`src/rtl/cpl_consts.vh`:
```
// constants for the carrier loop divider and lock block
`ifndef CPL_CONSTS_VH
`define CPL_CONSTS_VH

// ---------------------------------------------------------------
// register offsets (byte addresses)
// ---------------------------------------------------------------
`define CPL_OFF_CTRL 8'h00
`define CPL_OFF_REF_DIV 8'h04
`define CPL_OFF_FB_DIV 8'h08
`define CPL_OFF_MON_DIV 8'h0c
`define CPL_OFF_STATUS 8'h10
`define CPL_OFF_IRQ_STAT 8'h14
`define CPL_OFF_IRQ_MASK 8'h18
`define CPL_OFF_PHASE_ERR 8'h1c

// ---------------------------------------------------------------
// field positions
// ---------------------------------------------------------------
`define CPL_CTRL_EN 0
`define CPL_CTRL_REINIT 1
`define CPL_ST_LOCKED 0
`define CPL_ST_PUMP_UP 1
`define CPL_ST_PUMP_DN 2
`define CPL_ST_MON_SQ 3
`define CPL_IRQ_LOCK_GAIN 0
`define CPL_IRQ_LOCK_LOST 1
`define CPL_IRQ_W 2

// ---------------------------------------------------------------
// reset values
// ---------------------------------------------------------------
`define CPL_RST_CTRL 2'h1
`define CPL_RST_REF_DIV 16'h0004
`define CPL_RST_FB_DIV 16'h08d4
`define CPL_RST_MON_DIV 16'h0500
`define CPL_RST_IRQ_MASK 2'h0

// ---------------------------------------------------------------
// lock detector timing counts, in pclk cycles and comparison cycles
// ---------------------------------------------------------------
`define CPL_LOCK_WINDOW 16'h0004
`define CPL_LOCK_COUNT 4'h8

`endif

```
`src/rtl/cpl_loop.v`:
```
// carrier loop dividers, phase comparator, lock detect and monitor divider
`include "cpl_consts.vh"

// Notes on behaviour
// reference input divided by programmed ratio 4 gives the comparison rate.
// feedback input divided by programmed channel ratio to match comparison rate.
// feedback lagging reference drives pump output high.
// feedback leading reference drives pump output low.
// on lock: lock output high, lamp lit, active-low lock signal low.
// on lock loss: lock output low, lamp dark, unlock reported to controller.
// controller reprograms dividers after an unlock indication.
// controller computes ratios and loads them into the divider registers.
// monitor divider pulses once per 1280 input cycles.
// each monitor pulse toggles a square wave at input rate over 2560.
// lock only after error stays in window for several comparison cycles.
module cpl_loop #(
  parameter CW = 16,
  parameter LOCK_WINDOW = `CPL_LOCK_WINDOW,
  parameter LOCK_COUNT = `CPL_LOCK_COUNT
) (
  input wire pclk,
  input wire presetn,
  input wire [7:0] paddr,
  input wire psel,
  input wire penable,
  input wire pwrite,
  input wire [31:0] pwdata,
  output reg [31:0] prdata,
  output wire pready,
  output reg pslverr,
  input wire ref_in,
  input wire rf_fb_in,
  input wire rf_mon_in,
  output reg pump_drive_out,
  output reg pump_drive_oe_n,
  output reg lock_detect,
  output reg lock_lamp,
  output reg lock_n,
  output reg divided_pulse_or_lock_out,
  output reg mon_square,
  output wire irq
);

  // ---------------------------------------------------------------
  // declarations
  // ---------------------------------------------------------------
  reg [1:0] ctrl;
  reg [CW-1:0] ref_div;
  reg [CW-1:0] fb_div;
  reg [CW-1:0] mon_div;
  reg [`CPL_IRQ_W-1:0] irq_stat;
  reg [`CPL_IRQ_W-1:0] irq_mask;
  reg restart;
  reg pump_up;
  reg pump_dn;
  reg [CW-1:0] err_cnt;
  reg [CW-1:0] err_last;
  reg [3:0] good_cnt;
  reg locked;
  reg locked_d;
  reg [31:0] next_prdata;
  reg next_pslverr;
  wire run;
  wire ref_pulse;
  wire fb_pulse;
  wire mon_pulse;
  wire [CW-1:0] ref_count;
  wire [CW-1:0] fb_count;
  wire [CW-1:0] mon_count;
  wire setup_rd;
  wire wr_en;
  wire lock_gain_ev;
  wire lock_lost_ev;
  wire [`CPL_IRQ_W-1:0] irq_set;
  wire [`CPL_IRQ_W-1:0] irq_clr;
  wire window_ok;
  wire [CW-1:0] lock_window_w;
  wire [3:0] lock_count_w;

  assign run = ctrl[`CPL_CTRL_EN];
  assign lock_window_w = LOCK_WINDOW[CW-1:0];
  assign lock_count_w = LOCK_COUNT[3:0];

  // ---------------------------------------------------------------
  // apb slave: zero wait states, read data captured in setup
  // ---------------------------------------------------------------
  // no wait states: every access ends in its first access cycle
  assign pready = 1'b1;
  assign setup_rd = psel & ~penable & ~pwrite;
  assign wr_en = psel & penable & pwrite;

  always @* begin
    next_prdata = 32'h0000_0000;
    next_pslverr = 1'b0;
    case (paddr)
      `CPL_OFF_CTRL: next_prdata = {30'h0000_0000, ctrl};
      `CPL_OFF_REF_DIV: next_prdata = {{(32-CW){1'b0}}, ref_div};
      `CPL_OFF_FB_DIV: next_prdata = {{(32-CW){1'b0}}, fb_div};
      `CPL_OFF_MON_DIV: next_prdata = {{(32-CW){1'b0}}, mon_div};
      `CPL_OFF_STATUS: next_prdata = {28'h000_0000, mon_square, pump_dn, pump_up, locked};
      `CPL_OFF_IRQ_STAT: next_prdata = {{(32-`CPL_IRQ_W){1'b0}}, irq_stat};
      `CPL_OFF_IRQ_MASK: next_prdata = {{(32-`CPL_IRQ_W){1'b0}}, irq_mask};
      `CPL_OFF_PHASE_ERR: next_prdata = {{(32-CW){1'b0}}, err_last};
      default: next_pslverr = 1'b1;
    endcase
  end

  always @(posedge pclk or negedge presetn) begin
    if (!presetn) begin
      prdata <= 32'h0000_0000;
      pslverr <= 1'b0;
    end else if (psel & ~penable) begin
      prdata <= setup_rd ? next_prdata : 32'h0000_0000;
      pslverr <= next_pslverr;
    end else if (!psel) begin
      prdata <= 32'h0000_0000;
      pslverr <= 1'b0;
    end
  end

  // ---------------------------------------------------------------
  // control and divider ratio registers
  // ---------------------------------------------------------------
  always @(posedge pclk or negedge presetn) begin
    if (!presetn) begin
      ctrl <= `CPL_RST_CTRL;
      ref_div <= `CPL_RST_REF_DIV;
      fb_div <= `CPL_RST_FB_DIV;
      mon_div <= `CPL_RST_MON_DIV;
      irq_mask <= `CPL_RST_IRQ_MASK;
      restart <= 1'b0;
    end else begin
      restart <= 1'b0;
      if (wr_en) begin
        case (paddr)
          `CPL_OFF_CTRL: begin
            ctrl[`CPL_CTRL_EN] <= pwdata[`CPL_CTRL_EN];
            // reinit bit is a self-clearing strobe
            restart <= pwdata[`CPL_CTRL_REINIT];
          end
          `CPL_OFF_REF_DIV: begin
            ref_div <= pwdata[CW-1:0];
            restart <= 1'b1;
          end
          `CPL_OFF_FB_DIV: begin
            fb_div <= pwdata[CW-1:0];
            restart <= 1'b1;
          end
          `CPL_OFF_MON_DIV: begin
            mon_div <= pwdata[CW-1:0];
            restart <= 1'b1;
          end
          `CPL_OFF_IRQ_MASK: irq_mask <= pwdata[`CPL_IRQ_W-1:0];
          default: ctrl <= ctrl;
        endcase
      end
    end
  end

  // ---------------------------------------------------------------
  // dividers
  // ---------------------------------------------------------------
  // reference: 200 kHz over 4 gives 50 kHz comparison pulses
  cpl_edge_div #(
    .CW(CW)
  ) u_ref_div (
    .clk(pclk),
    .rst_n(presetn),
    .sig_in(ref_in),
    .run(run),
    .restart(restart),
    .ratio(ref_div),
    .pulse(ref_pulse),
    .count(ref_count)
  );

  // feedback: channel frequency over the channel ratio
  cpl_edge_div #(
    .CW(CW)
  ) u_fb_div (
    .clk(pclk),
    .rst_n(presetn),
    .sig_in(rf_fb_in),
    .run(run),
    .restart(restart),
    .ratio(fb_div),
    .pulse(fb_pulse),
    .count(fb_count)
  );

  // monitor prescaler: programmable ratio, 1280 after reset
  cpl_edge_div #(
    .CW(CW)
  ) u_mon_div (
    .clk(pclk),
    .rst_n(presetn),
    .sig_in(rf_mon_in),
    .run(run),
    .restart(restart),
    .ratio(mon_div),
    .pulse(mon_pulse),
    .count(mon_count)
  );

  // ---------------------------------------------------------------
  // phase-frequency comparator
  // ---------------------------------------------------------------
  // reference edge first: feedback lags, pump up until feedback edge
  // feedback edge first: feedback leads, pump down until reference edge
  always @(posedge pclk or negedge presetn) begin
    if (!presetn) begin
      pump_up <= 1'b0;
      pump_dn <= 1'b0;
    end else if (!run || restart) begin
      pump_up <= 1'b0;
      pump_dn <= 1'b0;
    end else if (pump_up & pump_dn) begin
      pump_up <= 1'b0;
      pump_dn <= 1'b0;
    end else begin
      if (ref_pulse) begin
        pump_up <= 1'b1;
      end
      if (fb_pulse) begin
        pump_dn <= 1'b1;
      end
    end
  end

  // tri-state charge pump pin: driven only while one side is active
  always @(posedge pclk or negedge presetn) begin
    if (!presetn) begin
      pump_drive_out <= 1'b0;
      pump_drive_oe_n <= 1'b1;
    end else begin
      pump_drive_out <= pump_up & ~pump_dn;
      pump_drive_oe_n <= ~(pump_up ^ pump_dn);
    end
  end

  // ---------------------------------------------------------------
  // lock detector
  // ---------------------------------------------------------------
  // error width counts pclk cycles with exactly one pump side active
  assign window_ok = (err_cnt <= lock_window_w);

  always @(posedge pclk or negedge presetn) begin
    if (!presetn) begin
      err_cnt <= {CW{1'b0}};
      err_last <= {CW{1'b0}};
      good_cnt <= 4'h0;
    end else if (!run || restart) begin
      err_cnt <= {CW{1'b0}};
      err_last <= {CW{1'b0}};
      good_cnt <= 4'h0;
    end else if (ref_pulse) begin
      err_last <= err_cnt;
      err_cnt <= {CW{1'b0}};
      if (!window_ok) begin
        good_cnt <= 4'h0;
      end else if (good_cnt != lock_count_w) begin
        good_cnt <= good_cnt + 4'h1;
      end
    end else if (pump_up ^ pump_dn) begin
      // missing feedback keeps the pump up and overflows the window
      if (err_cnt != {CW{1'b1}}) begin
        err_cnt <= err_cnt + {{(CW-1){1'b0}}, 1'b1};
      end
      // an overrun ends the run of good comparisons, so lock cannot bounce back
      if (!window_ok) begin
        good_cnt <= 4'h0;
      end
    end
  end

  always @(posedge pclk or negedge presetn) begin
    if (!presetn) begin
      locked <= 1'b0;
      locked_d <= 1'b0;
    end else begin
      locked_d <= locked;
      if (!run || restart) begin
        locked <= 1'b0;
      end else if ((pump_up ^ pump_dn) && !window_ok) begin
        locked <= 1'b0;
      end else begin
        locked <= (good_cnt == lock_count_w);
      end
    end
  end

  // lock outputs: detect high and lamp lit on lock, lock_n low
  always @(posedge pclk or negedge presetn) begin
    if (!presetn) begin
      lock_detect <= 1'b0;
      lock_lamp <= 1'b0;
      lock_n <= 1'b1;
    end else begin
      lock_detect <= locked;
      lock_lamp <= locked;
      lock_n <= ~locked;
    end
  end

  // ---------------------------------------------------------------
  // monitor output and square wave
  // ---------------------------------------------------------------
  always @(posedge pclk or negedge presetn) begin
    if (!presetn) begin
      divided_pulse_or_lock_out <= 1'b0;
      mon_square <= 1'b0;
    end else begin
      divided_pulse_or_lock_out <= mon_pulse;
      if (!run || restart) begin
        mon_square <= 1'b0;
      end else if (mon_pulse) begin
        mon_square <= ~mon_square;
      end
    end
  end

  // ---------------------------------------------------------------
  // interrupt status, mask and output
  // ---------------------------------------------------------------
  assign lock_gain_ev = locked & ~locked_d;
  assign lock_lost_ev = ~locked & locked_d;
  assign irq_set = {lock_lost_ev, lock_gain_ev};
  assign irq_clr = (wr_en && (paddr == `CPL_OFF_IRQ_STAT)) ? pwdata[`CPL_IRQ_W-1:0] : {`CPL_IRQ_W{1'b0}};

  // a new event in the clearing cycle stays set
  always @(posedge pclk or negedge presetn) begin
    if (!presetn) begin
      irq_stat <= {`CPL_IRQ_W{1'b0}};
    end else begin
      irq_stat <= (irq_stat & ~irq_clr) | irq_set;
    end
  end

  // unlock reaches the controller through this line
  assign irq = |(irq_stat & irq_mask);

endmodule // cpl_loop

```
`src/rtl/cpl_edge_div.v`:
```
// rising-edge counting divider for an input from outside the pclk domain
module cpl_edge_div #(
  parameter CW = 16
) (
  input wire clk,
  input wire rst_n,
  input wire sig_in,
  input wire run,
  input wire restart,
  input wire [CW-1:0] ratio,
  output reg pulse,
  output reg [CW-1:0] count
);

  // ---------------------------------------------------------------
  // synchroniser and edge finder
  // ---------------------------------------------------------------
  reg sync1;
  reg sync2;
  reg sync3;
  wire rise;
  wire [CW-1:0] last;

  always @(posedge clk or negedge rst_n) begin
    if (!rst_n) begin
      sync1 <= 1'b0;
      sync2 <= 1'b0;
      sync3 <= 1'b0;
    end else begin
      sync1 <= sig_in;
      sync2 <= sync1;
      sync3 <= sync2;
    end
  end

  assign rise = sync2 & ~sync3;
  // a ratio of zero acts as one
  assign last = (ratio == {CW{1'b0}}) ? {CW{1'b0}} : ratio - {{(CW-1){1'b0}}, 1'b1};

  // ---------------------------------------------------------------
  // counter: one pulse per ratio rising edges
  // ---------------------------------------------------------------
  always @(posedge clk or negedge rst_n) begin
    if (!rst_n) begin
      count <= {CW{1'b0}};
      pulse <= 1'b0;
    end else if (!run || restart) begin
      count <= {CW{1'b0}};
      pulse <= 1'b0;
    end else if (rise) begin
      if (count >= last) begin
        count <= {CW{1'b0}};
        pulse <= 1'b1;
      end else begin
        count <= count + {{(CW-1){1'b0}}, 1'b1};
        pulse <= 1'b0;
      end
    end else begin
      pulse <= 1'b0;
    end
  end

endmodule // cpl_edge_div

```
`config.mk`:
```
export PLATFORM = sky130hd
export DESIGN_NAME = cpl_loop
export DESIGN_NICKNAME = d
export VERILOG_FILES = /design/src/rtl/cpl_loop.v /design/src/rtl/cpl_edge_div.v
export VERILOG_INCLUDE_DIRS = /design/src /design/src/rtl
export SDC_FILE = /design/constraint.sdc
export NUM_CORES = 1
export LEC_CHECK = 0
export BUFFER_PORTS_ARGS = -buffer_cell sky130_fd_sc_hd__buf_2
export CAP_MARGIN = 20
export CORE_MARGIN = 2
export CORE_UTILIZATION = 45
export CTS_CLUSTER_DIAMETER = 120
export DETAILED_ROUTE_END_ITERATION = 12
export GPL_TIMING_DRIVEN = 1
export PLACE_DENSITY_LB_ADDON = 0.12
export SKIP_LAST_GASP = 1
export SLEW_MARGIN = 15
export SYNTH_ARGS = -nofsm -noshare
export SYNTH_HDL_FRONTEND = slang
export SYNTH_HIERARCHICAL = 1
export SYNTH_SLANG_ARGS = --single-unit
```
`constraint.sdc`:
```
create_clock -name pclk -period 4.4 [get_ports pclk]
set_input_delay 0.88 -clock pclk [delete_from_list [all_inputs] [get_ports pclk]]
set_output_delay 0.88 -clock pclk [all_outputs]
set_load 0.02 [all_outputs]
```
==> flow_metrics.py <==
metrics = {
    "clocking": {
        "ctsHtreeMaxLevel": 4,
        "cts_sinks": 176,
        "clockBufferDepth": 2,
        "cts-root-buf": "clkbuf_16",
        "cts_buffers": 17,
        "cts_resized": 0,
        "cts_setup_buffers": 0,
        "clk_pin_slew_ns": 0.08,
        "cts_hold_buffers": 0,
        "cts_tree": "yes",
        "clk-insertion-delay-late_ns": 0.44,
    },
    "layout": {
        "layout.nets": 1264,
        "regArea_sq_um": 4420,
        "antenna-diode-count": 0,
        "multi_input_area_sq_um": 5980,
        "fillers": 2199,
        "drive_above_1_share": 0.180,
        "area_growth_pct": 10.4,
    },
    "timing": {
        "tightest_slew_ns": 1.06,
        "fmax_mhz": 260,
        "maxSlewViolCount": 0,
        "period_share": 0.873,
        "period_needed_ns": 3.84,
        "setup_tns_ns": 0,
        "slew-limit-headroom": 0.288,
        "setup_viol": 0,
        "hold_viol": 0,
        "fin_skew_ns": 0.0120,
        "rsz0062_at_grt": "false",
    },
    "pwr": {
        "p_sw_mw": 1.10,
        "intPower_mw": 2.58,
        "clockPowerShare": 0.423,
        "finalPower_mw": 3.69,
        "power.density_nw_per_um2": 308,
        "peakVddDrop_uv": 266,
        "p_comb_frac": 0.131,
        "switching_share": 0.300,
        "power.leakage_nw": 5.27,
        "power_frac_seq": 0.446,
    },
    "routing": {
        "drtPass1Iterations": 5,
        "viasPerCell": 5.69,
        "drt_iter0_markers": 556,
        "wire_per_inst_um": 17.8,
        "drc_errors": 0,
        "ant_nets": 0,
        "vias": 8444,
        "totalWireLength_um": 26500,
    },
    "global_routing": {
        "grt_pass1_vias": 7763,
        "antenna_found_initial": 0,
        "grt_overflow_total": 0,
        "met1_usage": 0.318,
        "grt_pass1_wl_um": 43500,
        "global_route.usage.met2": 0.323,
        "grt_usage": 0.213,
        "grt_max_degree": 80,
        "top_usage_layer": "met2",
        "gr-usage-met3": 0.0346,
    },
    "worst_setup_path": {
        "cp_common_cell": "nand2_1",
        "startpoint_type": "flip-flop",
        "crit_type": "reg2reg",
        "end_kind": "flip-flop",
        "slowest_delay_ns": 0.58,
        "path_max_fanout": 13,
        "path_cells": "or4_4, nor3_4, nand3_1, nor3_1, xor2_1, nand2_1, ha_1, a211oi_1, o22ai_1, or2_2, nor2_4, nand2_1, o311ai_0",
        "arrival_ns": 4.16,
        "cp.required_ns": 4.72,
        "cpMaxStageDelayCell": "or4_4",
    },
    "floorplan": {
        "num_rows": 56,
        "die_area_sq_um": 25300,
        "start_util": 0.461,
        "die_x_um": 159,
        "core_sq_um": 23500,
        "die_h_um": 159,
        "num_io_pins": 90,
    },
    "flow_run": {
        "drv_cap": 0,
    },
    "yosys": {
        "synthTopCellsByCount": "165 x dfrtp_1, 137 x nand2_1, 64 x nor2_1",
        "synth_cells": 1106,
        "async_flop_share": 1.00,
        "avgSynthCellArea_sq_um": 9.80,
        "netlist_area_sq_um": 10800,
        "yosysUniqueCellTypes": 82,
        "yosysTopAreaCell": "dfrtp_1",
        "yosysWarnings": 6,
        "synthFlopType": "dfrtp_1",
        "yosysMostFrequentCell": "dfrtp_1",
        "synth_top_area_frac": 0.381,
        "synth_seq_area_share": 0.408,
        "ys_seq_elements": 176,
        "synth_area_leaders": "dfrtp_1 38%, ha_1 7.3%, nand2_1 4.7%, mux2_2 4.5%, mux2i_1 3.4%",
        "synth-edff-count": 0,
    },
    "placement": {
        "dpl.hpwl_um": 19400,
        "place_congestion": 0.855,
        "io_buffers": 56,
    },
    "worst_hold_path": {
        "hold_path_class": "reg2reg",
    },
    "run_status": {
        "status": "finished, final reports clean",
    },
}
[layer usage]
metal / wire [um] / vias to the layer above / share of wire
met5: 0 / - / 0
met4: 467 / 0 / 0.018
met3: 983 / 22 / 0.037
met2: 12100 / 169 / 0.46
met1: 12900 / 4121 / 0.49
li1: - / 4132 / -
[worst max-delay path: cells and delay by family, from the launching register on]
kind	cells	cell delay (ns)
and+or+nand+nor	8	1.99
AOI/OAI and AO/OA	3	0.82
DFF	1	0.45
adders and majority gates	1	0.29
xor gates and xnor gates	1	0.16
[area by class of cell]
| class | instances | share of cell area |
|---|---|---|
| Clock inverter | 15 | 0.0152 |
| Clock buffer | 17 | 0.0356 |
| Timing Repair Buffer | 67 | 0.0319 |
| Inverter | 47 | 0.0147 |
| Tap cell | 319 | 0.0334 |
| Sequential cell | 176 | 0.369 |
| Multi-Input combinational cell | 844 | 0.500 |
[state kept, by name, summed over array words and instances (netlist names), 2 cells and up]
name / count
err_cnt: 16
err_last: 16
fb_div: 16
good_cnt: 4
irq_mask: 2
irq_stat: 2
mon_div: 16
prdata: 16
ref_div: 16
u_fb_div/count: 16
u_mon_div/count: 16
u_ref_div/count: 16
[through the flow]
| step | setup slack, ns | hold WS (ns) | utilization | area (sq um) | instances |
|---|---|---|---|---|---|
| after floorplan | 1.05 | 0.331 | - | 10900 | 1121 |
| after global placement | 0.578 | 0.334 | 0.482 | 11400 | 1453 |
| after detailed placement | 0.552 | 0.335 | 0.482 | 11400 | 1453 |
| after CTS | 0.524 | 0.353 | 0.508 | 12000 | 1485 |
| after global routing | 0.166 | 0.371 | 0.508 | 12000 | 1485 |
| final | 0.557 | 0.352 | 0.508 | 12000 | 1485 |
[final timing paths]
| kind | startpoint | endpoint | slack [ns] | depth (start not counted) |
|---|---|---|---|---|
| max in group asynchronous | presetn | lock_n | 2.99 | 2 |
| hold reg to reg | u_fb_div/sync1 | u_fb_div/sync2 | 0.35 | 0 |
| setup / recovery | ref_div[5] | u_ref_div/count[12] | 0.56 | 13 |
| hold / removal | u_fb_div/sync1 | u_fb_div/sync2 | 0.35 | 0 |
| min in group asynchronous | presetn | u_ref_div/count[14] | 0.48 | 1 |
| setup reg to reg | ref_div[5] | u_ref_div/count[12] | 0.56 | 13 |
[power groups by stage]
stage          sequential [mW]  combinational [mW]  clock [mW]
2_1_floorplan             1.67               0.353           0
3_3_place_gp              1.68               0.477           0
3_5_place_dp              1.68               0.485           0
4_1_cts                   1.64               0.487        1.60
5_1_grt                   1.65               0.551        1.67
6_report                  1.64               0.483        1.56
[cell families (layout without fill, tap and decap cells)]
| kind of cell | count (synthesis) | after routing | share of synthesized area |
|---|---|---|---|
| other | 2 | 17 | 0.000693 |
| flip-flops | 176 | 176 | 0.408 |
| XOR/XNOR | 49 | 49 | 0.0396 |
| multiplexers | 90 | 90 | 0.0927 |
| AND/OR/NAND/NOR | 442 | 442 | 0.216 |
| adder cells (fa/ha/maj) | 63 | 63 | 0.0727 |
| AO/OA/AOI/OAI | 183 | 183 | 0.125 |
| buffers and inverters | 101 | 146 | 0.0463 |
[cell usage in the layout (no fill, tap or decap), types with 34 or more instances in the layout]
cell     Yosys  routed
buf_2       14      55
dfrtp_1    165     165
ha_1        63      63
inv_1       47      47
mux2_2      43      43
mux2i_1     37      37
nand2_1    137     137
nand3_1     48      48
nand4_1     40      40
nor2_1      64      64
nor3_1      34      34
Power figures use the tool's default switching activity.
